`src/hdl/rbs_pkg.sv`:
```
// Contract
// - Rotate left into accumulator, memory and flags kept
// - Rotate left through carry, result to memory
// - Rotate left through carry into accumulator
// - Rotate memory right, no flag touched
// - Rotate right into accumulator, memory kept
// - Rotate right through carry, result to memory
// - Rotate right through carry into accumulator
// - Accumulator minus memory minus inverted carry, to accumulator
// - Same difference written into memory byte
// - Carry cleared when negative, set otherwise
// - Subtract sets six flags; carry rotates only carry
package rbs_pkg;

    localparam int          AXI_ADDR_W  = 8;
    localparam int          AXI_DATA_W  = 32;
    localparam int          MEM_DEPTH   = 16;
    localparam int          MEM_IDX_W   = 4;

    localparam logic [7:0]  REG_CMD     = 8'h00;
    localparam logic [7:0]  REG_ACC     = 8'h04;
    localparam logic [7:0]  REG_FLAGS   = 8'h08;
    localparam logic [1:0]  MEM_PAGE    = 2'h1;

    localparam int          CMD_OP_LSB  = 0;
    localparam int          CMD_IDX_LSB = 8;

    localparam logic [1:0]  RESP_OKAY   = 2'h0;
    localparam logic [1:0]  RESP_SLVERR = 2'h2;

    localparam logic [3:0]  OP_ROTL_MEM               = 4'h0;
    localparam logic [3:0]  OP_ROTL_TO_ACC            = 4'h1;
    localparam logic [3:0]  OP_ROTL_THRU_CARRY        = 4'h2;
    localparam logic [3:0]  OP_ROTL_THRU_CARRY_TO_ACC = 4'h3;
    localparam logic [3:0]  OP_ROTR_MEM               = 4'h4;
    localparam logic [3:0]  OP_ROTR_TO_ACC            = 4'h5;
    localparam logic [3:0]  OP_ROTR_THRU_CARRY        = 4'h6;
    localparam logic [3:0]  OP_ROTR_THRU_CARRY_TO_ACC = 4'h7;
    localparam logic [3:0]  OP_SUB_BORROW_TO_ACC      = 4'h8;
    localparam logic [3:0]  OP_SUB_BORROW_TO_MEM      = 4'h9;

    localparam logic [7:0]  ACC_RESET   = 8'h00;
    localparam logic [5:0]  FLAGS_RESET = 6'h00;

    // Flag bit order in the flags register: carry is bit 0, compare-zero bit 5.
    typedef struct packed {
        logic compare_zero_flag;
        logic signed_compare_flag;
        logic overflow_flag;
        logic zero_flag;
        logic aux_carry_flag;
        logic carry_flag;
    } rbs_flags_t;

    typedef struct packed {
        logic                          awready;
        logic                          aw_held;
        logic [AXI_ADDR_W-1:0]         aw_addr;
        logic                          wready;
        logic                          w_held;
        logic [AXI_DATA_W-1:0]         wdata;
        logic [3:0]                    wstrb;
        logic                          bvalid;
        logic [1:0]                    bresp;
        logic                          arready;
        logic                          rvalid;
        logic [AXI_DATA_W-1:0]         rdata;
        logic [1:0]                    rresp;
        logic [7:0]                    acc;
        rbs_flags_t                    flags;
        logic [15:0]                   last_cmd;
        logic [MEM_DEPTH-1:0][7:0]     mem;
    } rbs_state_t;

endpackage : rbs_pkg

```
`src/hdl/rbs_core.sv`:
```
// Register access over AXI4-Lite and the register offsets were decided locally.
`timescale 1ns/1ps
`default_nettype none
module rbs_core
    import rbs_pkg::*;
(
    input  wire logic                    clk,
    input  wire logic                    rst_n,
    input  wire logic [AXI_ADDR_W-1:0]   s_axi_awaddr,
    input  wire logic [2:0]              s_axi_awprot,
    input  wire logic                    s_axi_awvalid,
    output logic                         s_axi_awready,
    input  wire logic [AXI_DATA_W-1:0]   s_axi_wdata,
    input  wire logic [3:0]              s_axi_wstrb,
    input  wire logic                    s_axi_wvalid,
    output logic                         s_axi_wready,
    output logic [1:0]                   s_axi_bresp,
    output logic                         s_axi_bvalid,
    input  wire logic                    s_axi_bready,
    input  wire logic [AXI_ADDR_W-1:0]   s_axi_araddr,
    input  wire logic [2:0]              s_axi_arprot,
    input  wire logic                    s_axi_arvalid,
    output logic                         s_axi_arready,
    output logic [AXI_DATA_W-1:0]        s_axi_rdata,
    output logic [1:0]                   s_axi_rresp,
    output logic                         s_axi_rvalid,
    input  wire logic                    s_axi_rready
);

    rbs_state_t             st_reg;
    rbs_state_t             st_next;

    logic [MEM_IDX_W-1:0]   cmd_idx;
    logic [3:0]             cmd_op;
    logic [7:0]             alu_result;
    logic                   alu_to_acc;
    logic                   alu_to_mem;
    rbs_flags_t             alu_flags;
    logic                   alu_ok;
    logic                   wr_fire;
    logic                   wr_is_mem;
    logic [MEM_IDX_W-1:0]   wr_mem_idx;
    logic                   rd_is_mem;
    logic [MEM_IDX_W-1:0]   rd_mem_idx;

    // Protection bits carry no meaning for this block.
    logic                   unused_prot;
    assign unused_prot = ^{s_axi_awprot, s_axi_arprot};

    assign cmd_op     = st_reg.wdata[CMD_OP_LSB +: 4];
    assign cmd_idx    = st_reg.wdata[CMD_IDX_LSB +: MEM_IDX_W];
    assign wr_fire    = st_reg.aw_held && st_reg.w_held && !st_reg.bvalid;
    assign wr_is_mem  = (st_reg.aw_addr[7:6] == MEM_PAGE);
    assign wr_mem_idx = st_reg.aw_addr[2 +: MEM_IDX_W];
    assign rd_is_mem  = (s_axi_araddr[7:6] == MEM_PAGE);
    assign rd_mem_idx = s_axi_araddr[2 +: MEM_IDX_W];

    rbs_alu u_alu (
        .op        (cmd_op),
        .mem_in    (st_reg.mem[cmd_idx]),
        .acc_in    (st_reg.acc),
        .flags_in  (st_reg.flags),
        .result    (alu_result),
        .to_acc    (alu_to_acc),
        .to_mem    (alu_to_mem),
        .flags_out (alu_flags),
        .op_ok     (alu_ok)
    );

    always_comb begin
        st_next = st_reg;

        // Write address and data are captured independently, in either order.
        if (s_axi_awvalid && st_reg.awready) begin
            st_next.aw_held = 1'b1;
            st_next.aw_addr = s_axi_awaddr;
        end
        if (s_axi_wvalid && st_reg.wready) begin
            st_next.w_held = 1'b1;
            st_next.wdata  = s_axi_wdata;
            st_next.wstrb  = s_axi_wstrb;
        end

        if (st_reg.bvalid && s_axi_bready) begin
            st_next.bvalid = 1'b0;
        end

        if (wr_fire) begin
            st_next.aw_held = 1'b0;
            st_next.w_held  = 1'b0;
            st_next.bvalid  = 1'b1;
            st_next.bresp   = RESP_OKAY;
            if (wr_is_mem) begin
                if (st_reg.wstrb[0]) begin
                    st_next.mem[wr_mem_idx] = st_reg.wdata[7:0];
                end
            end else if (st_reg.aw_addr[7:2] == REG_CMD[7:2]) begin
                // A command runs only if both low byte lanes are written.
                if (st_reg.wstrb[1:0] == 2'h3 && alu_ok) begin
                    st_next.last_cmd = st_reg.wdata[15:0];
                    st_next.flags    = alu_flags;
                    if (alu_to_acc) begin
                        st_next.acc = alu_result;
                    end
                    if (alu_to_mem) begin
                        st_next.mem[cmd_idx] = alu_result;
                    end
                end else begin
                    st_next.bresp = RESP_SLVERR;
                end
            end else if (st_reg.aw_addr[7:2] == REG_ACC[7:2]) begin
                if (st_reg.wstrb[0]) begin
                    st_next.acc = st_reg.wdata[7:0];
                end
            end else if (st_reg.aw_addr[7:2] == REG_FLAGS[7:2]) begin
                if (st_reg.wstrb[0]) begin
                    st_next.flags = rbs_flags_t'(st_reg.wdata[5:0]);
                end
            end else begin
                st_next.bresp = RESP_SLVERR;
            end
        end

        st_next.awready = !st_next.aw_held && !st_next.bvalid;
        st_next.wready  = !st_next.w_held && !st_next.bvalid;

        // Reads answer in the cycle after the address is taken.
        if (st_reg.rvalid && s_axi_rready) begin
            st_next.rvalid = 1'b0;
        end
        if (s_axi_arvalid && st_reg.arready) begin
            st_next.rvalid = 1'b1;
            st_next.rresp  = RESP_OKAY;
            st_next.rdata  = '0;
            if (rd_is_mem) begin
                st_next.rdata[7:0] = st_reg.mem[rd_mem_idx];
            end else if (s_axi_araddr[7:2] == REG_CMD[7:2]) begin
                st_next.rdata[15:0] = st_reg.last_cmd;
            end else if (s_axi_araddr[7:2] == REG_ACC[7:2]) begin
                st_next.rdata[7:0] = st_reg.acc;
            end else if (s_axi_araddr[7:2] == REG_FLAGS[7:2]) begin
                st_next.rdata[5:0] = st_reg.flags;
            end else begin
                st_next.rresp = RESP_SLVERR;
            end
        end
        st_next.arready = !st_next.rvalid;

        if (!rst_n) begin
            st_next          = '0;
            st_next.acc      = ACC_RESET;
            st_next.flags    = rbs_flags_t'(FLAGS_RESET);
            st_next.awready  = 1'b1;
            st_next.wready   = 1'b1;
            st_next.arready  = 1'b1;
        end
    end

    always_ff @(posedge clk) begin
        st_reg <= st_next;
    end

    assign s_axi_awready = st_reg.awready;
    assign s_axi_wready  = st_reg.wready;
    assign s_axi_bvalid  = st_reg.bvalid;
    assign s_axi_bresp   = st_reg.bresp;
    assign s_axi_arready = st_reg.arready;
    assign s_axi_rvalid  = st_reg.rvalid;
    assign s_axi_rdata   = st_reg.rdata;
    assign s_axi_rresp   = st_reg.rresp;

endmodule : rbs_core
`default_nettype wire

```
`src/hdl/rbs_alu.sv`:
```
`timescale 1ns/1ps
`default_nettype none
module rbs_alu
    import rbs_pkg::*;
(
    input  wire logic [3:0]  op,
    input  wire logic [7:0]  mem_in,
    input  wire logic [7:0]  acc_in,
    input  wire rbs_flags_t  flags_in,
    output logic      [7:0]  result,
    output logic             to_acc,
    output logic             to_mem,
    output rbs_flags_t       flags_out,
    output logic             op_ok
);

    logic [8:0] diff;
    logic [4:0] nib;

    // A borrow of one is taken when the carry is clear.
    assign diff = {1'b0, acc_in} - {1'b0, mem_in} - {8'h00, ~flags_in.carry_flag};
    assign nib  = {1'b0, acc_in[3:0]} - {1'b0, mem_in[3:0]} - {4'h0, ~flags_in.carry_flag};

    always_comb begin
        result    = mem_in;
        to_acc    = 1'b0;
        to_mem    = 1'b0;
        flags_out = flags_in;
        op_ok     = 1'b1;
        case (op)
            OP_ROTL_MEM: begin
                result = {mem_in[6:0], mem_in[7]};
                to_mem = 1'b1;
            end
            OP_ROTL_TO_ACC: begin
                result = {mem_in[6:0], mem_in[7]};
                to_acc = 1'b1;
            end
            OP_ROTL_THRU_CARRY: begin
                result               = {mem_in[6:0], flags_in.carry_flag};
                flags_out.carry_flag = mem_in[7];
                to_mem               = 1'b1;
            end
            OP_ROTL_THRU_CARRY_TO_ACC: begin
                result               = {mem_in[6:0], flags_in.carry_flag};
                flags_out.carry_flag = mem_in[7];
                to_acc               = 1'b1;
            end
            OP_ROTR_MEM: begin
                result = {mem_in[0], mem_in[7:1]};
                to_mem = 1'b1;
            end
            OP_ROTR_TO_ACC: begin
                result = {mem_in[0], mem_in[7:1]};
                to_acc = 1'b1;
            end
            OP_ROTR_THRU_CARRY: begin
                result               = {flags_in.carry_flag, mem_in[7:1]};
                flags_out.carry_flag = mem_in[0];
                to_mem               = 1'b1;
            end
            OP_ROTR_THRU_CARRY_TO_ACC: begin
                result               = {flags_in.carry_flag, mem_in[7:1]};
                flags_out.carry_flag = mem_in[0];
                to_acc               = 1'b1;
            end
            OP_SUB_BORROW_TO_ACC, OP_SUB_BORROW_TO_MEM: begin
                result = diff[7:0];
                to_acc = (op == OP_SUB_BORROW_TO_ACC);
                to_mem = (op == OP_SUB_BORROW_TO_MEM);
                flags_out.carry_flag          = ~diff[8];
                flags_out.aux_carry_flag      = ~nib[4];
                flags_out.zero_flag           = (diff[7:0] == 8'h00);
                flags_out.overflow_flag       = (acc_in[7] != mem_in[7]) &&
                                                (diff[7] != acc_in[7]);
                flags_out.signed_compare_flag = ((acc_in[7] != mem_in[7]) &&
                                                (diff[7] != acc_in[7])) ^ diff[7];
                // Compare-zero chains with the previous zero flag for multi-byte work.
                flags_out.compare_zero_flag   = (diff[7:0] == 8'h00) &&
                                                flags_in.zero_flag;
            end
            default: begin
                op_ok = 1'b0;
            end
        endcase
    end

endmodule : rbs_alu
`default_nettype wire

```
`config.mk`:
```
export PLATFORM = sky130hd
export DESIGN_NAME = rbs_core
export DESIGN_NICKNAME = d
export VERILOG_FILES = /design/src/hdl/rbs_pkg.sv /design/src/hdl/rbs_core.sv /design/src/hdl/rbs_alu.sv
export SDC_FILE = /design/constraint.sdc
export NUM_CORES = 1
export LEC_CHECK = 0
export BUFFER_PORTS_ARGS = -buffer_cell sky130_fd_sc_hd__buf_2
export CORE_AREA = 2 2 145 183
export DETAILED_ROUTE_END_ITERATION = 8
export DIE_AREA = 0 0 147 185
export GPL_ROUTABILITY_DRIVEN = 1
export PLACE_DENSITY = 0.7
export SLEW_MARGIN = 20
export SYNTH_ARGS = -nofsm -noshare
export SYNTH_HDL_FRONTEND = slang
export SYNTH_HIERARCHICAL = 1
export SYNTH_SLANG_ARGS = --single-unit
export TNS_END_PERCENT = 50
```
`constraint.sdc`:
```
create_clock -name clk -period 14.75 [get_ports clk]
set_clock_uncertainty 0.05 [all_clocks]
set_input_delay 2.2125 -clock clk [delete_from_list [all_inputs] [get_ports clk]]
set_output_delay 2.2125 -clock clk [all_outputs]
set_load 0.02 [all_outputs]
```
# == Word level (Yosys, flattened, before mapping) ==
# Cells that the tools add are included.
# Widths: inputs -> output; s select.
# word_totals
regBits,229
in_bits,65
output_inout_bits,41
word_cells,169
# op_classes
addsub,4
magnitude_cmp,5
eq_ne,24
muxes,52
n_bitwise,5
n_reduce_logical,42
# op_table
op,count
$mux 128,4
$bwmux 128,2
$mux 158,1
$mux 8,11
$bmux 8 s4,2
$demux 8 s4,2
$pmux 8 s5,1
$mux 37,1
$mux 35,1
$mux 6,5
$mux 2,10
$eq 4x3->1 const B,4
$lt 4x5->1 const B,3
$logic_and 1x1->1,14
$mux 14,1
$reduce_and 7->1,2
$eq 6x1->1 const B,2
$eq 6x2->1 const B,2
$logic_not 6->1,2
$reduce_bool 2->1,6
$reduce_or 10->1,1
$reduce_or 2->1,5
$mux 9,1
$sub 8x8->9,1
other kinds (27),48

# == Depth between registers and ports, before layout ==
# depth
ltp_word,11
depth_mapped,21
ltp_nobuf,17

# == Cells and area by module ==
# Netlist, hierarchy kept.
# modules_own_cells
module,instances,cells_each,area_per_inst_um2,seq_area_each_um2
rbs_core,1,1279,11991.5,4144.0
rbs_alu,1,158,1048.5,0.0

# == Worst setup path before layout ==
# No wires, ideal clock.
# synth_path
kind,register to register
startpoint,"register st_reg, in the netlist cmd_idx[0]"
endpoint,register st_reg[94] (netlist name)
setup_ns,0.132
arrival_time_ns,4.903
t_required_ns,14.568
setup_slack_ns,9.665
stages_incl_launch_ff,20
path_buffers,3
synth_period_minus_slack_ns,5.085
cell_sequence,dfxtp_1 buf_2 buf_2 mux4_2 mux4_2 inv_1 fa_1 ha_1 or2_2 fa_1 nand2b_1 a21boi_1 or3_4 a31oi_1 o221a_1 nand2_1 clkbuf_1 o22ai_1 nor3_1 nor3_1
# synth_via
elab_chain_cells,10
word_cells_on_any_way,15
cone_classes,2 x add/sub; 2 x order compare; 10 x mux; 1 x reduce/logical
# synth_lines
item,line_no,source
"start, declared",rbs_core.sv:30,rbs_state_t st_reg;
"start signal, assigned",rbs_core.sv:160,st_reg <= st_next;
$bmux 8 s4 (*),rbs_core.sv:60,".mem_in (st_reg.mem[cmd_idx]),"
$mux 8 (implied by the code) (*),rbs_core.sv:60,
$sub 8x8->9,rbs_alu.sv:21,"assign diff = {1'b0, acc_in} - {1'b0, mem_in} - {8'h00, ~flags_in.carry_flag};"
$sub 9x1->9,rbs_alu.sv:21,
$pmux 8 s5 (*),rbs_alu.sv:30,case (op)
net alu_result[6],rbs_core.sv:35,logic [7:0] alu_result;
$bwmux 128 (*),rbs_core.sv:106,st_next.mem[cmd_idx] = alu_result;
$mux 128 (*),rbs_core.sv:105,if (alu_to_mem) begin
$mux 158 (*),rbs_core.sv:99,if (st_reg.wstrb[1:0] == 2'h3 && alu_ok) begin
$mux 128 (*),rbs_core.sv:97,end else if (st_reg.aw_addr[7:2] == REG_CMD[7:2]) begin
$mux 128 (*),rbs_core.sv:93,if (wr_is_mem) begin
# Mark *: on every way through the listed nets, which the timed path passes. The rest lies on a longest branch. The select of a mux whose other input is x is not followed.
# A chain may end at the register's enable or synchronous reset.

# == Worst setup path after layout ==
# layout_path
startpoint,"register st_reg, in the netlist cmd_idx[0]"
endpoint,register st_reg[118] (netlist name)
# Same word-level chain as after synthesis.

==> metrics <==
DRC violations left 0; dpl ws 8.759 ns; Crit-path slowest cell mux4_2; chip height 185 um; critical path startpoint cmd_idx[0]$_SDFFE_PN0P_; Initial Util 50.94%; share of the synthesized area in the top cell type 31.78%; nets 1,476; Critical R2R Launch cmd_idx[0]$_SDFFE_PN0P_; max cap viols 0; Critical Path Stages 17; TritonCTS Sinks 207; GP Congestion 0.9286; post-CTS setup repair buffer count 0; # port buffers 59; worst-margin pin slew 1.086 ns; Compound-Gate Fraction of Synth Area 19.48%; max FFs per register 176; Synth cell types 80; worst reg2reg path depth 17; antenna viol nets, final 0; Via Count 11,610; min cycle time layout 6.169 ns; CTS H-Tree Depth 1; r2r setup slk 8.58 ns; Worst slew margin 27.02%; Setup Viol. Count Final 0; Final WS setup 8.581 ns; Cells after Synth 1,437; Leakage 5.505 nW; crit path cell chain buf_4, mux4_2, mux4_2, inv_1, fa_1, ha_1, or2_2, fa_1, nand2b_1, a21boi_1, o21ai_0, a31oi_1, o221a_1, nand2_1, o22ai_1, mux2i_1, nor2_1; Worst setup endpoint st_reg[118]$_SDFFE_PN0P_; ant diodes 0; sequential fraction of the synthesis area 31.78%; post-synthesis average cell area 9.074 um2; VDD IR max 0.00005975 V; total negative slack 0 ns; ys async rst share 0%; fin crit share 41.82%; area delta synth->final 6.515%; unrepaired setup endpoints after global routing false; CP Data Arrival Time 6.56 ns; first-pass detailed-route iteration total 5; r2r endpoint st_reg[118]$_SDFFE_PN0P_; Vias/cell 6.636; initial antenna violation count 0; slowest cell delay on critical path 0.63 ns; Core Util, Final 54.26%; post-CTS sizing 0; DP HPWL 28.24 mm; die width 147 um; global route overflow 0; Worst-path clk slew 0.06 ns; TritonCTS Buffers 23; top cells by count, synth dfxtp_1, mux2i_1, nand2_1; Yosys reg bits 207; first-pass GRT wire length 63.10 mm; Clock Latency Late Sink 0.52 ns; Post-synth EDFFs 0; post-synthesis xor/xnor area fraction 0.4030%; simple-gate share of the synthesized area 16.84%; Hold Buf Count CTS 0; CTS root buf clkbuf_16; Synth area leader dfxtp_1; # rows 66; Crit path required time 15.14 ns; outcome completed; CP Launch Type flip-flop; share of cells above drive strength 1 15.05%; Die ar. 27,200 um2; Synth warnings 6; Worst setup EP type flip-flop; synth top area cells dfxtp_1, mux2i_1, mux4_2, o22ai_1, nand2_1; largest net degree at the start of global routing 87; DR WL/cell 23.58 um; Core ar. 25,600 um2; global-route total usage across every layer 29.50%; Worst Hold Class reg -> reg; Synth Area in Adders 1.650%; final hold viol count 0; CTS max path bufs 3; Top delay family on crit path multiplexers; top_reg_cell synth dfxtp_1; CTS tree yes; io pins 106; WS Path Type reg -> reg; largest family of logic cells by synthesized area multiplexers; P per Cell Area 94.31 nW/um2; count leader, synth dfxtp_1; vias in the first global route 10,990; Synth Cell Area 13,040 um2; final WL 41.25 mm; Worst Path Max Fanout 41; fin. max-slew vios 0; mux share of post-synthesis cell area 22.71%; f_max 0.1621 GHz; Worst Path Buf+Inv 2; Initial DRC Count 1,243
==> per-layer routing <==
layer / GRT usage, % / wire (um) / vias to the layer above
met1: 35.25 / 15640 / 5630
li1: - / - / 5217
met4: 17.42 / 2413 / 0
met2: 50.72 / 20160 / 602
met3: 4.212 / 3037 / 157
met5: 0 / 0 / -
==> layout make-up <==
class / instances / area (um2)
repair buffers: 72 / 392.9
inverters: 29 / 110.1
flip-flops and latches: 207 / 4146
clock inverters: 8 / 98.84
clock buffers: 31 / 675.6
fillers: 2323 / 11710
multi-input cells: 1062 / 8040
well taps: 340 / 425.4
==> per-stage QoR <==
step / power (mW) / hold WS [ns] / cell area, um2 / std cells
3_5_place_dp: 0.7291 / 0.3977 / 13120 / 1710
5_1_grt: 1.350 / 0.4308 / 13890 / 1749
3_3_place_gp: 0.7261 / 0.3893 / 13120 / 1710
6_report: 1.310 / 0.4062 / 13890 / 1749
2_1_floorplan: 0.6966 / 0.3821 / 13100 / 1454
4_1_cts: 1.312 / 0.4077 / 13890 / 1749
==> cell usage in the layout, fill, tap and decap left out, types with 5 or more instances in the layout <==
cell,count
ha_1,14
a31oi_1,7
nand2_1,149
a21oi_1,79
nand4_1,5
nor2_1,96
a22oi_1,16
a311oi_1,6
nand2b_1,10
mux2_2,5
inv_1,28
mux2i_1,153
o21ai_0,23
buf_4,13
xnor2_1,5
o211ai_1,12
dfxtp_1,205
o211ai_4,9
a211o_1,13
nand3_1,33
conb_1,18
clkbuf_16,23
clkbuf_8,7
o22ai_1,129
nand4bb_1,5
mux4_2,61
buf_2,59
a211oi_1,6
or3_1,6
a221oi_1,5
nor2b_1,65
a21boi_0,13
o211a_1,8
nor3_1,35
==> worst min-delay path by stage <==
stage | cells after the start | slack [ns] | endpoint | start
global placement | 2 | 0.39 | st_reg[141]$_SDFFE_PN0P_ | st_reg[214]$_SDFFE_PN0P_
detailed placement | 2 | 0.40 | st_reg[140]$_SDFFE_PN0P_ | st_reg[213]$_SDFFE_PN0P_
finish | 2 | 0.41 | st_reg[141]$_SDFFE_PN0P_ | st_reg[214]$_SDFFE_PN0P_
CTS | 2 | 0.41 | st_reg[215]$_SDFFE_PN0P_ | st_reg[215]$_SDFFE_PN0P_
global route | 2 | 0.43 | st_reg[141]$_SDFFE_PN0P_ | st_reg[214]$_SDFFE_PN0P_
floorplan | 2 | 0.38 | st_reg[140]$_SDFFE_PN0P_ | st_reg[213]$_SDFFE_PN0P_
==> cell families (layout without fill, tap and decap cells) <==
| logic type | count (synthesis) | in the layout |
|---|---|---|
| XOR/XNOR | 6 | 6 |
| flip-flops | 207 | 207 |
| buffers and inverters | 185 | 140 |
| multiplexers | 219 | 219 |
| other | 1 | 18 |
| adder cells (fa/ha/maj) | 16 | 16 |
| AND/OR/NAND/NOR | 443 | 443 |
| AO/OA/AOI/OAI | 360 | 360 |
==> power breakdown <==
part	total (mW)	internal, mW	switching (mW)
combinational	0.140	0.0426	0.0971
sequential	0.580	0.568	0.0122
clock	0.591	0.354	0.236
total	1.31	0.964	0.346
==> worst register-to-register path: cells and delay by family, from the launching register on <==
family          cells  cell delay (ns)
compound gates      5             1.26
fa+ha+maj           3             1.16
buf+inv             2             0.82
flops               1             0.32
mux                 3             1.34
simple gates        4             1.13
Note: power is estimated with default switching activity, not from simulation.
